### src/fsg_pkg.sv
// Purpose: Constants for the flash signature generator.
// Assumes: 32-bit register port, 128-bit flash words.
// Notes: Offsets are byte addresses on the register port.
package fsg_pkg;
    localparam logic [11:0] OFF_CTRL = 12'h000;
    localparam logic [11:0] OFF_WAIT = 12'h010;
    localparam logic [11:0] OFF_FIRST = 12'h020;
    localparam logic [11:0] OFF_LAST = 12'h024;
    localparam logic [11:0] OFF_RES0 = 12'h02C;
    localparam logic [11:0] OFF_RES1 = 12'h030;
    localparam logic [11:0] OFF_RES2 = 12'h034;
    localparam logic [11:0] OFF_RES3 = 12'h038;
    localparam logic [11:0] OFF_STAT = 12'hFE0;
    localparam logic [11:0] OFF_CLR = 12'hFE8;
    localparam logic [31:0] CTRL_RESET = 32'h00020005;
    localparam logic [31:0] WAIT_RESET = 32'h0000C005;
    localparam int WORD_W = 128;
    localparam int REG_W = 32;
    localparam int IDX_W = 17;
    localparam int WAIT_W = 8;
    localparam int LAUNCH_BIT = 17;
    localparam int DONE_BIT = 2;
    localparam int TAP_A = 0;
    localparam int TAP_B = 2;
    localparam int TAP_C = 27;
    localparam int TAP_D = 29;
    typedef enum logic [2:0] {
        ST_IDLE = 3'b001,
        ST_WAIT = 3'b010,
        ST_FOLD = 3'b100
    } fsg_state_type;
endpackage : fsg_pkg

### src/fsg_top.sv
// Purpose: Flash signature engine with register port and flash read port.
// Assumes: Single clock, flash data returned combinationally per request.
// Notes: Read data stand the cycle after a read strobe.
//
// The strobed register port is this design's own decision.
`timescale 1ns/1ps
module fsg_top
    import fsg_pkg::*;
(
    input wire logic i_mclk,
    input wire logic i_rst,
    input wire logic [11:0] i_addr,
    input wire logic [31:0] i_wdata,
    input wire logic i_wr,
    input wire logic i_rd,
    output logic [31:0] o_rdata,
    output logic o_flash_req,
    output logic [IDX_W-1:0] o_flash_idx,
    input wire logic [WORD_W-1:0] i_flash_data,
    output logic o_other_stall,
    output logic o_busy
);
    // ----------------------------------------------------------------
    // Registers
    // ----------------------------------------------------------------
    logic [31:0] ctrl_r;
    logic [WAIT_W-1:0] wait_r;
    logic [23:0] wait_hi_r;
    logic [IDX_W-1:0] first_r;
    logic [IDX_W-1:0] last_r;
    logic launch_r;
    logic done_r;
    logic [WORD_W-1:0] sig_r;
    logic [IDX_W-1:0] idx_r;
    logic [WAIT_W-1:0] cnt_r;
    fsg_state_type state_r;
    logic finish;
    logic wr_last;
    logic launch_wr;
    logic clr_wr;

    function automatic logic [WORD_W-1:0] fold(input logic [WORD_W-1:0] s,
                                                input logic [WORD_W-1:0] d);
        logic [WORD_W-1:0] n;
        n = d ^ {1'b0, s[WORD_W-1:1]};
        n[WORD_W-1] = d[WORD_W-1] ^ s[TAP_A] ^ s[TAP_B] ^ s[TAP_C] ^ s[TAP_D];
        return n;
    endfunction : fold

    // Address decode is shared by the register, engine and check logic.
    function automatic logic reg_hit(input logic strobe,
                                     input logic [11:0] addr,
                                     input logic [11:0] offset);
        return strobe && (addr == offset);
    endfunction : reg_hit

    // Result word k holds signature bits 32k+31 down to 32k, lowest offset first.
    function automatic logic [REG_W-1:0] result_word(input logic [WORD_W-1:0] s,
                                                      input int k);
        return s[k*REG_W +: REG_W];
    endfunction : result_word

    assign wr_last = reg_hit(i_wr, i_addr, OFF_LAST);
    assign launch_wr = wr_last && i_wdata[LAUNCH_BIT];
    assign clr_wr = reg_hit(i_wr, i_addr, OFF_CLR) && i_wdata[DONE_BIT];
    assign finish = (state_r == ST_FOLD) && (idx_r == last_r);

    // Reserved control and wait bits keep whatever software wrote, so that a
    // read-modify-write of the read mode bits leaves the rest untouched.
    always_ff @(posedge i_mclk) begin
        if (i_rst) begin
            ctrl_r <= CTRL_RESET;
            wait_r <= WAIT_RESET[WAIT_W-1:0];
            wait_hi_r <= WAIT_RESET[31:WAIT_W];
            first_r <= '0;
        end else if (i_wr) begin
            if (i_addr == OFF_CTRL) ctrl_r <= i_wdata;
            if (i_addr == OFF_WAIT) begin
                wait_r <= i_wdata[WAIT_W-1:0];
                wait_hi_r <= i_wdata[31:WAIT_W];
            end
            if (i_addr == OFF_FIRST) first_r <= i_wdata[IDX_W-1:0];
        end
    end

    // Launch bit: written by software, cleared by hardware with done.
    // A launch write during a run is dropped whole, index included, so the
    // run in flight keeps the range it started with.
    always_ff @(posedge i_mclk) begin
        if (i_rst) begin
            last_r <= '0;
            launch_r <= 1'b0;
        end else begin
            if (wr_last && state_r == ST_IDLE) begin
                last_r <= i_wdata[IDX_W-1:0];
                launch_r <= i_wdata[LAUNCH_BIT];
            end else if (finish) begin
                launch_r <= 1'b0;
            end
        end
    end

    // ----------------------------------------------------------------
    // Engine
    // ----------------------------------------------------------------
    // Wait count uses only wait_r; there is no normal access-time input.
    always_ff @(posedge i_mclk) begin
        if (i_rst) begin
            state_r <= ST_IDLE;
            idx_r <= '0;
            cnt_r <= '0;
            sig_r <= '0;
        end else begin
            case (state_r)
                ST_IDLE: begin
                    if (launch_wr) begin
                        state_r <= ST_WAIT;
                        idx_r <= first_r;
                        cnt_r <= wait_r;
                        sig_r <= '0;
                    end
                end
                ST_WAIT: begin
                    if (cnt_r == '0) state_r <= ST_FOLD;
                    else cnt_r <= cnt_r - 1'b1;
                end
                // The word folds only after its wait count, so slow flash data has settled.
                ST_FOLD: begin
                    sig_r <= fold(sig_r, i_flash_data);
                    if (finish) begin
                        state_r <= ST_IDLE;
                    end else begin
                        idx_r <= idx_r + 1'b1;
                        cnt_r <= wait_r;
                        state_r <= ST_WAIT;
                    end
                end
                default: state_r <= ST_IDLE;
            endcase
        end
    end

    // Done is sticky; a completion in the clearing cycle wins.
    // Software should clear it before each launch, or a leftover flag reads as done.
    always_ff @(posedge i_mclk) begin
        if (i_rst) done_r <= 1'b0;
        else if (finish) done_r <= 1'b1;
        else if (clr_wr) done_r <= 1'b0;
    end

    // ----------------------------------------------------------------
    // Flash port and read data
    // ----------------------------------------------------------------
    // Stall rises the cycle after the launch write, one cycle before the first flash request, so no other read can slip in
    // between the launch write and the first signature read.
    always_ff @(posedge i_mclk) begin
        if (i_rst) begin
            o_flash_req <= 1'b0;
            o_flash_idx <= '0;
            o_other_stall <= 1'b0;
            o_busy <= 1'b0;
        end else begin
            o_flash_req <= (state_r != ST_IDLE) && !finish;
            o_flash_idx <= (state_r == ST_IDLE) ? first_r : idx_r;
            o_other_stall <= (state_r != ST_IDLE || (wr_last && i_wdata[LAUNCH_BIT]))
                             && !finish;
            o_busy <= (state_r != ST_IDLE || (wr_last && i_wdata[LAUNCH_BIT])) && !finish;
        end
    end

    // Read data are zero outside the cycle after a read, so stale words never look valid.
    always_ff @(posedge i_mclk) begin
        if (i_rst) begin
            o_rdata <= '0;
        end else if (i_rd) begin
            case (i_addr)
                OFF_CTRL: o_rdata <= ctrl_r;
                OFF_WAIT: o_rdata <= {wait_hi_r, wait_r};
                OFF_FIRST: o_rdata <= {15'h0000, first_r};
                OFF_LAST: o_rdata <= {14'h0000, launch_r, last_r};
                OFF_RES0: o_rdata <= result_word(sig_r, 0);
                OFF_RES1: o_rdata <= result_word(sig_r, 1);
                OFF_RES2: o_rdata <= result_word(sig_r, 2);
                OFF_RES3: o_rdata <= result_word(sig_r, 3);
                OFF_STAT: o_rdata <= {29'h00000000, done_r, 2'h0};
                default: o_rdata <= 32'h00000000;
            endcase
        end else begin
            o_rdata <= 32'h00000000;
        end
    end

    // ----------------------------------------------------------------
    // Check helpers
    // ----------------------------------------------------------------
    // Counts the waiting cycles of the current word, so the wait length can be
    // checked for any programmed count, not only for one that a repetition fits.
    logic [WAIT_W:0] wait_seen_r;

    always_ff @(posedge i_mclk) begin
        if (i_rst) begin
            wait_seen_r <= '0;
        end else if (state_r == ST_WAIT) begin
            wait_seen_r <= wait_seen_r + 1'b1;
        end else begin
            wait_seen_r <= '0;
        end
    end

    // ----------------------------------------------------------------
    // Checks
    // ----------------------------------------------------------------
    a_done_with_launch: assert property (@(posedge i_mclk) disable iff (i_rst)
        finish |=> done_r && !launch_r) else $error("done or launch wrong at end");
    a_done_sticky: assert property (@(posedge i_mclk) disable iff (i_rst)
        done_r && !(i_wr && i_addr == OFF_CLR && i_wdata[DONE_BIT]) |=> done_r)
        else $error("done dropped");
    a_clear_works: assert property (@(posedge i_mclk) disable iff (i_rst)
        i_wr && i_addr == OFF_CLR && i_wdata[DONE_BIT] && !finish |=> !done_r)
        else $error("clear ignored");
    a_stall_busy: assert property (@(posedge i_mclk) disable iff (i_rst)
        state_r == ST_WAIT |=> o_other_stall) else $error("no stall");
    // The repetition below is the reset wait count of five plus one.
    a_wait_len: assert property (@(posedge i_mclk) disable iff (i_rst)
        state_r == ST_IDLE && wr_last && i_wdata[LAUNCH_BIT] && wait_r == WAIT_RESET[WAIT_W-1:0]
        |=> (state_r == ST_WAIT) [*6] ##1 state_r == ST_FOLD) else $error("wait count");
    a_idx_step: assert property (@(posedge i_mclk) disable iff (i_rst)
        state_r == ST_FOLD && !finish |=> idx_r == $past(idx_r) + 1'b1)
        else $error("index step");
    a_start_index: assert property (@(posedge i_mclk) disable iff (i_rst)
        state_r == ST_IDLE && wr_last && i_wdata[LAUNCH_BIT] |=> idx_r == $past(first_r))
        else $error("start index");
    a_last_taken: assert property (@(posedge i_mclk) disable iff (i_rst)
        state_r == ST_IDLE && wr_last |=> last_r == $past(i_wdata[IDX_W-1:0]))
        else $error("last index");
    a_sig_stable: assert property (@(posedge i_mclk) disable iff (i_rst)
        state_r == ST_IDLE && !(wr_last && i_wdata[LAUNCH_BIT]) |=> $stable(sig_r))
        else $error("signature moved");
    a_run_ends: assert property (@(posedge i_mclk) disable iff (i_rst)
        state_r == ST_FOLD && idx_r == last_r
        |=> state_r == ST_IDLE && !o_busy && !o_flash_req && !o_other_stall)
        else $error("run did not end");

    // ----------------------------------------------------------------
    // Engine and port checks
    // ----------------------------------------------------------------
    a_wait_count: assert property (@(posedge i_mclk) disable iff (i_rst)
        state_r == ST_FOLD |-> wait_seen_r == {1'b0, wait_r} + 1'b1)
        else $error("wait length");
    a_fold_index: assert property (@(posedge i_mclk) disable iff (i_rst)
        state_r == ST_FOLD |-> o_flash_req && o_flash_idx == idx_r)
        else $error("fold reads wrong word");
    a_req_in_run: assert property (@(posedge i_mclk) disable iff (i_rst)
        state_r == ST_WAIT |=> o_flash_req)
        else $error("no flash request");
    a_busy_launch: assert property (@(posedge i_mclk) disable iff (i_rst)
        state_r == ST_IDLE && launch_wr |=> o_busy && o_other_stall)
        else $error("launch without stall");
    a_stall_idle: assert property (@(posedge i_mclk) disable iff (i_rst)
        state_r == ST_IDLE && !launch_wr |=> !o_busy && !o_other_stall)
        else $error("stall while idle");
    a_sig_zeroed: assert property (@(posedge i_mclk) disable iff (i_rst)
        state_r == ST_IDLE && launch_wr |=> sig_r == '0)
        else $error("signature not cleared");
    a_launch_refused: assert property (@(posedge i_mclk) disable iff (i_rst)
        state_r != ST_IDLE && wr_last |=> $stable(last_r))
        else $error("index moved during run");

    // ----------------------------------------------------------------
    // Register port checks
    // ----------------------------------------------------------------
    a_stat_read: assert property (@(posedge i_mclk) disable iff (i_rst)
        i_rd && i_addr == OFF_STAT |=> o_rdata[DONE_BIT] == $past(done_r))
        else $error("status read");
    a_rdata_idle: assert property (@(posedge i_mclk) disable iff (i_rst)
        !i_rd |=> o_rdata == '0)
        else $error("read data outside read");

    // ----------------------------------------------------------------
    // Coverage
    // ----------------------------------------------------------------
    c_launch: cover property (@(posedge i_mclk) state_r == ST_IDLE && wr_last
        && i_wdata[LAUNCH_BIT]);
    c_finish: cover property (@(posedge i_mclk) finish);
    c_clear: cover property (@(posedge i_mclk) done_r ##1 !done_r);
    c_multi: cover property (@(posedge i_mclk) state_r == ST_FOLD && !finish);
    c_default_wait: cover property (@(posedge i_mclk) state_r == ST_IDLE && launch_wr
        && wait_r == WAIT_RESET[WAIT_W-1:0]);
endmodule : fsg_top

### config.mk
export PLATFORM = sky130hd
export DESIGN_NAME = fsg_top
export DESIGN_NICKNAME = d
export VERILOG_FILES = /design/src/fsg_pkg.sv /design/src/fsg_top.sv
export SDC_FILE = /design/constraint.sdc
export NUM_CORES = 1
export LEC_CHECK = 0
export ABC_AREA = 1
export BUFFER_PORTS_ARGS = -buffer_cell sky130_fd_sc_hd__buf_2
export CORE_UTILIZATION = 58
export DETAILED_ROUTE_END_ITERATION = 8
export PLACE_DENSITY = 0.81
export SLEW_MARGIN = 30
export SYNTH_ARGS = -nofsm -noshare
export SYNTH_HDL_FRONTEND = slang
export SYNTH_SLANG_ARGS = --single-unit
### constraint.sdc
create_clock -name i_mclk -period 4.05 [get_ports i_mclk]
set_clock_uncertainty 0.1 [all_clocks]
set_input_delay 0.2025 -clock i_mclk [delete_from_list [all_inputs] [get_ports i_mclk]]
set_output_delay 0.2025 -clock i_mclk [all_outputs]
set_load 0.02 [all_outputs]
# --- Yosys cells after proc, flatten, opt, wreduce, memory -nomap -nowiden ---
# Cells that the tools add are included.
classes:
  addsub: 2
  eq_ne: 18
  mux: 19
  n_bitwise: 6
  reduce_logical: 24
op_table:
  columns: ["cell", "count"]
  rows:
  - ["one-hot mux 32 bit (9 select lines)", 1]
  - ["one-hot mux 128 bit (2 select lines)", 1]
  - ["two-way mux 128 bit", 1]
  - ["XOR 127 bit", 1]
  - ["equality test 12 x 6 -> 1 bit, second input constant", 6]
  - ["two-way mux 17 bit", 3]
  - ["one-hot mux 17 bit (2 select lines)", 1]
  - ["equality test 12 bit, second input constant", 2]
  - ["two-way mux 8 bit", 3]
  - ["one-hot mux 8 bit (3 select lines)", 1]
  - ["adder 17 x 1 -> 17 bit, second input constant", 1]
  - ["equality test 17 bit", 1]
  - ["equality test 12 x 5 -> 1 bit, second input constant", 1]
  - ["logical NOT 12 bit", 1]
  - ["AND reduction 2 bit", 5]
  - ["one-hot mux 3 bit (3 select lines)", 1]
  - ["logical AND 1 bit", 8]
  - ["logical NOT 8 bit", 1]
  - ["!= test 2 bit, second input constant", 4]
  - ["subtractor 8 x 1 -> 8 bit, second input constant", 1]
  - ["two-way mux 3 bit", 2]
  - ["nonzero test 2 bit", 3]
  - ["two-way mux 1 bit", 4]
  - ["AND reduction 4 bit", 1]
  - ["other kinds (12)", 15]
word_totals:
  ff_bits: 307
  in_bits: 176
  out_inout_bits: 52
  word_cells: 84

# --- Longest topological paths before layout ---
# Gate-level depths: netlist of the first run.
depth:
  depth_word: 5
  depth_mapped: 12
  depth_no_buf: 11

# --- Worst setup path after synthesis of the first run ---
# Ideal clock, no wire load.
synth_timing:
  kind: "register to register"
  from: "register state_r[2]"
  to: "register cnt_r[7]"
  setup_ns: 0.113
  arrival_time_ns: 1.478
  required_time_ns: 3.837
  slack_ns: 2.360
  path_stages_with_launch: 11
  n_path_buf: 1
  synth_period_minus_slack_ns: 1.690
  cell_sequence: "dfxtp_1 > inv_1 > nor3_4 > inv_2 > nand2_2 > nor2_1 > a21oi_2 > nand3_4 > buf_6 > nor2_1 > nor2_1"
synth_between:
  elab_chain_len: 4
  elab_cells_between_ends: 10
  classes_between: "6 x eq/ne; 1 x mux; 3 x reduce/logical"
synth_lines:
  columns: ["item", "line_no", "source"]
  rows:
  - ["from (decl)", "fsg_top.sv:36", "fsg_state_type state_r;"]
  - ["from (signal assigned)", "fsg_top.sv:109", "state_r <= ST_IDLE;"]
  - ["from (signal assigned)", "fsg_top.sv:117", "state_r <= ST_WAIT;"]
  - ["from (signal assigned)", "fsg_top.sv:124", "if (cnt_r == '0) state_r <= ST_FOLD;"]
  - ["equality test 3 bit", "fsg_top.sv:66, fsg_top.sv:114", null]
  - ["logical AND 1 bit", "fsg_top.sv:66", "assign finish = (state_r == ST_FOLD) && (idx_r == last_r);"]
  - ["!= test 2 bit (no line)", null, null]
  - ["AND reduction 4 bit (no line)", null, null]
  - ["to (signal assigned)", "fsg_top.sv:119", "cnt_r <= wait_r;"]
  - ["to (signal assigned)", "fsg_top.sv:125", "else cnt_r <= cnt_r - 1'b1;"]
  - ["to (signal assigned)", "fsg_top.sv:134", "cnt_r <= wait_r;"]
  - ["to (decl)", "fsg_top.sv:35", "logic [WAIT_W-1:0] cnt_r;"]
# Parallel ways exist; a longest one is shown, timed or not.
# A chain may end at the register's enable or synchronous reset.

# --- Worst setup path after layout of the first run ---
layout_timing:
  from: "register state_r[0]"
  to: "register sig_r[34]"
layout_between:
  elab_chain_len: 3
  elab_cells_between_ends: 6
  classes_between: "3 x eq/ne; 1 x mux; 2 x reduce/logical"
layout_lines:
  columns: ["item", "line_no", "source"]
  rows:
  - ["equality test 3 x 1 -> 1 bit / equality test 3 bit (equally long branches)", "fsg_top.sv:114", "case (state_r)"]
  - ["!= test 2 bit (no line) / nonzero test 2 bit (equally long branches)", null, null]
  - ["AND reduction 2 bit (no line)", null, null]
  - ["to (signal assigned)", "fsg_top.sv:129", "sig_r <= fold(sig_r, i_flash_data);"]
  - ["to (decl)", "fsg_top.sv:33", "logic [WORD_W-1:0] sig_r;"]
# Parallel ways exist; a longest one is shown, timed or not.

==> results of run 1 <==
## synth_stat cells (2+ instances only)
master	n	share of area (%)
buf_2	21	0.73
o211ai_1	11	0.57
a21oi_1	248	8.6
nor2_2	3	0.13
dfxtp_1	307	43
buf_4	5	0.26
or2_2	3	0.13
o22ai_1	29	1.3
clkbuf_1	67	1.8
nor3_4	3	0.34
nand3_1	53	1.8
nand4_2	2	0.17
nand4_1	36	1.6
buf_6	15	1.2
inv_2	7	0.18
o21ai_1	5	0.17
inv_1	167	4.4
nand3_2	4	0.28
xnor2_1	3	0.18
nand2_2	8	0.35
buf_1	5	0.13
nor3_1	11	0.38
nor2_1	154	4.0
o21ai_0	144	5.0
ha_1	3	0.26
nand2_1	565	15
a31oi_1	3	0.13
xor2_1	132	8.0
## worst max-delay path: stages (launching register included)
cell           delay, ns
dfxtp_1             0.39
inv_1               0.08
nor3_2              0.36
inv_1               0.19
nor2_1              0.32
nor2_4              0.19
buf_4               0.38
nand2_1             0.13
a21oi_1             0.06
dlygate4sd3_1       0.57
## sequential cells by signal, summed over array words and instances (netlist names)
signal	count
wait_r	8
launch_r	1
o_flash_req	1
o_busy	1
idx_r	17
state_r	3
sig_r	128
o_rdata	32
last_r	17
done_r	1
cnt_r	8
ctrl_r	32
wait_hi_r	24
first_r	17
o_flash_idx	17
## worst paths after layout
| kind | start | end | slack (ns) | cells past startpoint |
|---|---|---|---|---|
| worst min register to register | ctrl_r[14] | ctrl_r[14] | 0.35 | 2 |
| worst max-delay path | state_r[0] | sig_r[34] | 1.15 | 9 |
| worst min-delay path | i_rd | o_rdata[5] | 0.05 | 5 |
| worst max register to register | state_r[0] | sig_r[34] | 1.15 | 9 |
## per-stage QoR
| stage | hold WS [ns] | area [um^2] |
|---|---|---|
| global placement | 0.336 | 15400 |
| detailed placement | 0.340 | 15400 |
| global route | 0.0760 | 18300 |
| floorplan | 0.216 | 14400 |
| finish | 0.0522 | 18300 |
| CTS | 0.0342 | 18300 |
## per-layer routing
layer | GRT usage [%] | up-vias
met5 | 0 | -
met3 | 6.25 | 221
met2 | 60.4 | 984
li1 | - | 7154
met1 | 48.5 | 7033
met4 | 18.5 | 0
## final cells by class
type                    count  area, um^2
clock inverters             9         148
fillers                  1736        5980
flip-flops and latches    307        6150
diodes                      3        7.51
clock buffers              47         916
inverters                 174         653
multi-input cells        1425        7020
repair buffers            420        3040
well taps                 324         405
## cells by family (layout without fill, tap and decap cells)
family	count (synthesis)	in the layout	share of synthesized area [%]
other	0	3	0
buffers and inverters	287	650	8.59
AO/OA/AOI/OAI	442	442	15.9
XOR/XNOR	135	135	8.23
AND/OR/NAND/NOR	845	845	24.2
adder cells (fa/ha/maj)	3	3	0.261
flip-flops	307	307	42.8
## timing repair
item / in CTS / in global routing
gates resized for setup: 0 / 0
endpoints found under the setup margin: 0 / 0
endpoints found under the hold margin: 231 / 0
hold buffers: 180 / 0
## power by group
part | switching, W | total (W) | internal [W]
sequential | 0.000114 | 0.00327 | 0.00315
combinational | 0.000877 | 0.00141 | 0.000532
clock | 0.00123 | 0.00303 | 0.00180
==> reports/qor.csv, run 1 <==
stage;metric;value;unit
synthesis;Main synth FF type;dfxtp_1;
sta;fin crit share;71.7;%
floorplan;# rows;57;
critical_path;worst path required time;4.39;ns
synthesis;Yosys cell types;33;
drt;top layer in use;met4;
floorplan;chip height;159;um
drt;vias per cell;5.68;
grt;GRT overflow;0;
critical_path;CP Capture Type;register;
sta;fmax;344;MHz
cells_and_area;non-filler cells, final;2709;
cells_and_area;fin nets;2538;
sta;PnR worst setup slack;1.15;ns
pwr;VDD IR-drop max;0.339;mV
sta;Setup-failing EPs final;0;
cells_and_area;most common cell after layout, fill and taps aside;nand2_1;
placed_design;GPL Wtd Cong;0.931;
drt;met2 WL;21800;um
grt;first-pass GRT wire length;76200;um
sta;endpoints failing hold;0;
drt;M1 wire length;19100;um
placed_design;placed cells;2470;
grt;initial antenna violation count;3;
synthesis;register bit total from synthesis;307;
clocking;post-CTS setup buffers;0;
drt;Initial DRC Count;2137;
drt;post-DR wirelength/cell;17.9;um
drt;drt drc;0;
sta;Slew Limit Headroom;42.5;%
sta;worst slew pin tran;0.862;ns
floorplan;Die Area;25400;um^2
sta;min cycle time layout;2.90;ns
placed_design;Post-Place Setup Slack;1.17;ns
floorplan;Core ar.;24300;um^2
drt;routed wl met3;4770;um
floorplan;Die W;159;um
clocking;Num CTS Buffers;31;
clocking;clk_lat worst skew;0.57;ns
placed_design;IO Port Bufs;227;
synthesis;Post-synth EDFFs;0;
synthesis;Async SR Flop Fraction;0;%
critical_path;CP arrival;3.24;ns
synthesis;mapped cell area;14400;um^2
synthesis;Syn Area/Cell;7.12;um^2
status;status;finished, final reports clean;
clocking;clk sink count;307;
floorplan;IO Pins;228;
sta;final setup TNS;0;ns
grt;largest net degree at the start of global routing;115;
drt;via count;15392;
pwr;overall power;0.00771;W
drt;Routed WL;48500;um
cells_and_area;layout cells sized above 1;13.7;%
grt;Total GRT Usage;37.4;%
worst_hold_path;HP Class;input pin to register;
clocking;clk root buf;clkbuf_16;
synthesis;Yosys warnings;0;
synthesis;Seq/Total Area, Yosys;42.8;%
critical_path;CP Class;register to register;
cells_and_area;Post-Route Utilization;75.4;%
sta;RSZ-0062 raised after global routing;no;
cells_and_area;commonest non-fill, non-tap cells in the layout;nand2_1, dfxtp_1, a21oi_1, buf_2, dlygate4sd3_1;
synthesis;syn nets;2198;
pwr;Pleak;7.86;nW
clocking;Clock Path Buffers;3;
synthesis;Synth Instances;2019;
critical_path;Startpoint Class;register;
drt;drt pass-1 iters;6;
run;max cap viols;0;
clocking;clock transition at the registers of the reported paths;0.06;ns
sta;max-slew violations;0;
clocking;H-tree depth;1;
floorplan;initial core utilization;59.1;%
pwr;P per Cell Area;420;nW/um^2
clocking;CTS tree;done;
cells_and_area;Synth-to-Final Area Change;27.6;%
grt;vias in the first global route;14596;
critical_path;crit path max fanout;59;
drt;final antenna-violating net count;0;
placed_design;dpl hpwl;28500;um
No activity file was read; power rests on OpenSTA's default activity.
==> run 2: changes to the inputs <==
Settings changed: ABC_AREA 1 to 0, CORE_UTILIZATION 58 to 51, PLACE_DENSITY 0.81 to 0.76.
Clock period 4.05 ns to 2.6 ns, I/O delays scaled along.
==> reports/qor.csv, run 2 <==
stage;metric;value;unit;change
status;status;finished, final reports clean;;
synthesis;syn nets;1924;;-12%
critical_path;R2R depth;7;;-2
grt;initial antenna violation count;6;;+3
synthesis;Main synth FF type;dfxtp_1;;
synthesis;area leader, netlist;dfxtp_1;;
pwr;P per Cell Area;534;nW/um^2;+27%
worst_hold_path;HP Class;input pin to register;;
cells_and_area;non-filler cells, final;2447;;-9.7%
floorplan;chip height;168;um;+5.6%
synthesis;Synth top area share;43.6;%;+0.82 points
critical_path;crit path max fanout;22;;-63%
critical_path;worst r2r dst;cnt_r[2];;
floorplan;initial core utilization;52.2;%;-6.9 points
pwr;VDD IR-drop max;0.353;mV;+4.2%
placed_design;IO Port Bufs;227;;unchanged
sta;endpoints failing hold;0;;unchanged
worst_hold_path;WHS Endpoint;done_r;;
critical_path;CP arrival;2.87;ns;-0.37 ns
critical_path;FF-to-FF Start;idx_r[10];;
synthesis;Seq/Total Area, Yosys;43.6;%;+0.82 points
critical_path;worst path required time;2.90;ns;-1.49 ns
sta;fmax;388;MHz;
sta;WHS;0.118;ns;+0.0661 ns
cells_and_area;Synth-to-Final Area Change;30.1;%;
synthesis;Async SR Flop Fraction;0;%;unchanged
grt;GRT overflow;0;;unchanged
pwr;Pleak;7.16;nW;-8.9%
synthesis;Synth Instances;1745;;-14%
critical_path;start point of the critical path;i_addr[1];;
synthesis;Yosys cell types;62;;+88%
clocking;H-tree depth;1;;unchanged
critical_path;Startpoint Class;input pin;;
cells_and_area;most common cell after layout, fill and taps aside;nand2_1;;
synthesis;synth cell count leaders;nand2_1, dfxtp_1, a21oi_1;;
sta;Setup-failing EPs final;0;;unchanged
sta;min cycle time layout;2.58;ns;
clocking;clock transition at the registers of the reported paths;0.06;ns;about the same
drt;vias per cell;6.13;;+7.8%
clocking;Clock Path Buffers;3;;unchanged
drt;Initial DRC Count;2236;;+4.6%
grt;largest net degree at the start of global routing;194;;+69%
drt;drt drc;0;;unchanged
cells_and_area;commonest non-fill, non-tap cells in the layout;nand2_1, dfxtp_1, a21oi_1, buf_2, dlygate4sd3_1;;
synthesis;Yosys warnings;0;;unchanged
synthesis;register bit total from synthesis;307;;unchanged
worst_hold_path;worst hold path stage count;4;;-1
synthesis;mapped cell area;14100;um^2;-1.9%
placed_design;dpl hpwl;30700;um;+7.6%
placed_design;GPL Wtd Cong;0.968;;+4.0%
sta;fin crit share;99.1;%;
critical_path;R2R Setup Slk;0.19;ns;-0.96 ns
drt;final antenna-violating net count;0;;unchanged
drt;via count;14992;;-2.6%
grt;Total GRT Usage;34.8;%;-2.6 points
synthesis;largest cells by area after synthesis;dfxtp_1, a21oi_1, nand2_1, xor2_1, nand3_1;;
cells_and_area;largest register by flop count;sig_r;;
drt;post-DR wirelength/cell;20.7;um;+16%
pwr;overall power;0.00980;W;+27%
grt;vias in the first global route;14423;;-1.2%
synthesis;Post-synth EDFFs;0;;unchanged
worst_hold_path;HP Start;i_addr[7];;
floorplan;Core ar.;27000;um^2;+11%
sta;max-slew violations;0;;unchanged
cells_and_area;Largest register FFs;128;;unchanged
drt;drt pass-1 iters;9;;+3
synthesis;top-count cell post-synth;nand2_1;;
cells_and_area;layout cells sized above 1;18.2;%;+4.4 points
grt;first-pass GRT wire length;77700;um;+1.9%
critical_path;CP Capture Type;register;;
sta;worst slew pin tran;1.08;ns;+0.221 ns
clocking;clk root buf;clkbuf_16;;
synthesis;Syn Area/Cell;8.08;um^2;+14%
floorplan;IO Pins;228;;unchanged
drt;Routed WL;50700;um;+4.7%
sta;Slew Limit Headroom;27.8;%;-15 points
sta;RSZ-0062 raised after global routing;yes;;
cells_and_area;fin nets;2260;;-11%
clocking;clk_lat worst skew;0.56;ns;about the same
run;max cap viols;0;;unchanged
clocking;CTS tree;done;;
clocking;clk sink count;307;;unchanged
floorplan;Die W;168;um;+5.6%
floorplan;# rows;60;;+5.3%
cells_and_area;biggest regs;sig_r (128), ctrl_r (32), o_rdata (32);;
placed_design;placed cells;2224;;-10%
clocking;Num CTS Buffers;31;;unchanged
floorplan;Die Area;28300;um^2;+11%
critical_path;CP Class;input pin to register;;
clocking;post-CTS setup buffers;0;;unchanged
[run 2: worst max-delay path by stage]
stage | end | slack (ns) | cells past startpoint
floorplan | idx_r[16] | 0.40 | 7
global placement | cnt_r[3] | 0.19 | 7
detailed placement | cnt_r[2] | 0.15 | 8
CTS | wait_hi_r[20] | 0.11 | 9
global route | ctrl_r[15] | -0.008 | 8
finish | sig_r[119] | 0.02 | 10
[run 2: logic make-up after synthesis]
| family | synth area share, % |
|---|---|
| mux | 3.87 |
| flops | 43.6 |
| buf+inv | 4.13 |
| fa+ha+maj | 0.266 |
| compound gates | 18.6 |
| xor+xnor | 9.26 |
| simple gates | 20.3 |
[run 2: metrics by stage]
stage | instance area, um^2 | worst slack (ns) | TNS (ns) | util (%)
after floorplan | 14100 | 0.398 | 0 | -
after global placement | 15700 | 0.195 | 0 | 57.9
after detailed placement | 15700 | 0.147 | 0 | 57.9
after CTS | 18300 | 0.114 | 0 | 67.7
after global routing | 18300 | -0.00793 | -0.0103 | 67.9
final | 18300 | 0.0247 | 0 | 67.9
[run 2: area by class of cell]
type / instances / area (um^2)
fill: 2095 / 8680
multi-input combinational: 1290 / 7440
sequential: 307 / 6150
timing repair buffer: 443 / 3310
clock buffer: 44 / 895
tap: 341 / 427
clock inverter: 12 / 92.6
inverter: 8 / 30.0
antenna: 2 / 5.00
[run 2: worst max-delay path: stages]
cell           delay (ns)
dlygate4sd3_1        0.58
buf_2                0.16
or4b_1               0.62
nor4_4               0.21
buf_6                0.22
nand4_1              0.16
buf_12               0.22
buf_4                0.21
nand3_1              0.23
a21oi_1              0.11
[run 2: what timing repair did]
item                       in CTS  in global routing
hold endpoints to repair      237                  0
hold buffers                  165                  0
setup endpoints to repair       0                 13
gates resized for setup         0                 10
[run 2: routing by layer]
metal | GRT usage (%) | vias up | wire, um
met5 | 0 | - | 23
met4 | 20.4 | 4 | 3110
met3 | 6.79 | 242 | 5090
met2 | 57.3 | 949 | 24000
met1 | 42.4 | 7029 | 18600
li1 | - | 6768 | -
[run 2: power by group]
group          switching [W]  leakage, nW  internal (W)
sequential        0.00000392         2.47       0.00471
clock                0.00188        0.497       0.00248
combinational       0.000375         4.19      0.000352
==> run 3: changes to the inputs <==
Settings changed: BUFFER_PORTS_ARGS -buffer_cell sky130_fd_sc_hd__buf_2 to -buffer_cell sky130_fd_sc_hd__buf_4, SETUP_SLACK_MARGIN set to 0.3.
==> reports/qor.csv, run 3 (same netlist as run 2, synthesis figures left out) <==
stage;metric;value;unit;change
grt;initial antenna violation count;0;;-6
critical_path;CP Class;register to register;;
critical_path;FF-to-FF Start;idx_r[1];;
cells_and_area;fill count;2011;;-4.0%
cells_and_area;Sequential Area;6150;um^2;about the same
critical_path;worst path required time;2.91;ns;about the same
grt;Total GRT Usage;36.1;%;+1.3 points
sta;endpoints failing hold;0;;unchanged
sta;WHS;0.0145;ns;-0.104 ns
cells_and_area;fin nets;2272;;+0.53%
placed_design;dpl hpwl;30800;um;+0.31%
pwr;Pleak;7.41;nW;+3.4%
floorplan;Core ar.;27000;um^2;unchanged
worst_hold_path;WHS Endpoint;state_r[0];;
placed_design;Area after DPL;16200;um^2;+3.8%
sta;RSZ-0062 raised after global routing;yes;;
critical_path;crit path max fanout;6;;-73%
clocking;Clock Path Buffers;3;;unchanged
clocking;clock transition at the registers of the reported paths;0.06;ns;about the same
grt;largest net degree at the start of global routing;175;;-9.8%
grt;GRT overflow;0;;unchanged
clocking;CTS tree;done;;
sta;Setup-failing EPs final;0;;unchanged
sta;fmax;444;MHz;+14%
drt;vias per cell;6.13;;about the same
drt;final antenna-violating net count;0;;unchanged
sta;Slew Limit Headroom;38.1;%;+10 points
pwr;P per Cell Area;530;nW/um^2;-0.81%
sta;min cycle time layout;2.25;ns;-0.321 ns
sta;fin crit share;86.7;%;-12 points
sta;worst slew pin tran;0.928;ns;-0.155 ns
cells_and_area;commonest non-fill, non-tap cells in the layout;nand2_1, dfxtp_1, a21oi_1, buf_4, dlygate4sd3_1;;
sta;max-slew violations;0;;unchanged
cells_and_area;Post-Route Utilization;70.7;%;+2.8 points
worst_hold_path;worst hold path stage count;4;;unchanged
cells_and_area;Antenna Cells;0;;-2
clocking;clk root buf;clkbuf_16;;
cells_and_area;most common cell after layout, fill and taps aside;nand2_1;;
critical_path;Startpoint Class;register;;
cells_and_area;final instance area;19100;um^2;+4.1%
critical_path;R2R depth;11;;+4
sta;final setup TNS;0;ns;unchanged
cells_and_area;Largest register FFs;128;;unchanged
floorplan;# rows;60;;unchanged
grt;first-pass GRT wire length;80000;um;+3.0%
placed_design;IO Port Bufs;227;;unchanged
worst_hold_path;HP Class;input pin to register;;
worst_hold_path;HP Start;i_wr;;
drt;drt drc;4;;+4
clocking;clk_lat worst skew;0.52;ns;-0.04 ns
grt;vias in the first global route;14538;;+0.80%
floorplan;initial core utilization;52.2;%;unchanged
cells_and_area;Synth-to-Final Area Change;35.5;%;
run;max cap viols;0;;unchanged
status;status;finished with violations;;
drt;drt pass-1 iters;9;;unchanged
cells_and_area;layout cells sized above 1;19.2;%;+1.1 points
placed_design;GPL Wtd Cong;0.895;;-7.6%
clocking;H-tree depth;2;;+1
critical_path;worst r2r dst;cnt_r[3];;
drt;Initial DRC Count;2070;;-7.4%
drt;post-DR wirelength/cell;21.2;um;+2.2%
clocking;Num CTS Buffers;34;;+9.7%
cells_and_area;biggest regs;sig_r (128), ctrl_r (32), o_rdata (32);;
pwr;overall power;0.0101;W;+3.3%
status;failing checks;design-rule violations;;
cells_and_area;area taken by multi-input logic gates;7500;um^2;+0.74%
drt;Routed WL;52100;um;+2.6%
floorplan;Die W;168;um;unchanged
floorplan;chip height;168;um;unchanged
critical_path;R2R Setup Slk;0.35;ns;+0.16 ns
clocking;clk sink count;307;;unchanged
floorplan;Die Area;28300;um^2;unchanged
floorplan;IO Pins;228;;unchanged
cells_and_area;largest register by flop count;sig_r;;
critical_path;CP arrival;2.56;ns;-0.31 ns
pwr;VDD IR-drop max;0.407;mV;+15%
drt;via count;15058;;+0.44%
critical_path;CP Capture Type;register;;
==> run 3: cell count changes in the layout (fill, tap and decap cells not counted), sizes merged <==
| cell | delta |
|---|---|
| dlygate4sd3 | -4 |
| clkinv | +1 |
| clkbuf | +3 |
| diode | -2 |
| buf | +13 |
| bufinv | -1 |
==> run 3: metrics by stage <==
stage	instances	setup WS, ns
3_3_place_gp	2228	0.180
4_1_cts	2448	0.302
3_5_place_dp	2228	0.133
5_1_grt	2457	0.265
6_report	2457	0.346
2_1_floorplan	1745	0.398
==> run 3: worst max-delay path, cell delays in order (launching register included) <==
cell and delay [ns]:
dfxtp_2 0.32, buf_6 0.13, xor2_4 0.19, nor4_4 0.26, nand4_1 0.18, buf_4 0.20
o32ai_4 0.22, buf_6 0.14, buf_12 0.10, buf_4 0.09, o211ai_1 0.08, o31ai_1 0.11
==> run 3: worst max-delay path by stage <==
stage	startpoint	end	slack [ns]	depth (start not counted)
finish	idx_r[1]	cnt_r[3]	0.35	11
global route	idx_r[0]	idx_r[16]	0.26	7
CTS	idx_r[0]	idx_r[16]	0.30	7
detailed placement	i_addr[7]	idx_r[9]	0.13	9
global placement	i_addr[7]	idx_r[9]	0.18	9
floorplan	idx_r[1]	idx_r[16]	0.40	7
==> run 3: final cells by class <==
class | count | share of cell area [%]
inverters | 8 | 0.157
clock buffers | 47 | 5.13
well taps | 341 | 2.23
repair buffers | 452 | 20.7
multi-input cells | 1290 | 39.3
clock inverters | 12 | 0.373
flip-flops and latches | 307 | 32.2
==> run 3: metal layers <==
layer,vias up,global-route usage (%),share of wire (%)
met4,0,21.3,6.0
met3,249,7.62,9.4
li1,6791,-,-
met2,981,58.7,47
met1,7037,44.0,37
met5,-,0,0
==> run 3: report_power, final <==
group	switching, W	leakage, nW	total [W]	internal [W]
Clock	0.00195	0.529	0.00460	0.00264
Combinational	0.000386	4.41	0.000812	0.000426
Sequential	0.00000426	2.47	0.00471	0.00471
Total	0.00234	7.41	0.0101	0.00778
==> run 3: what timing repair did <==
| item | 4_1_cts | 5_1_grt |
|---|---|---|
| cloned | 0 | 0 |
| hold buffers | 161 | 0 |
| endpoints found under the hold margin | 237 | 0 |
| buffers inserted | 0 | 9 |
| gates resized for setup | 4 | 24 |
| pin swaps | 0 | 5 |
| setup endpoints to repair | 6 | 15 |
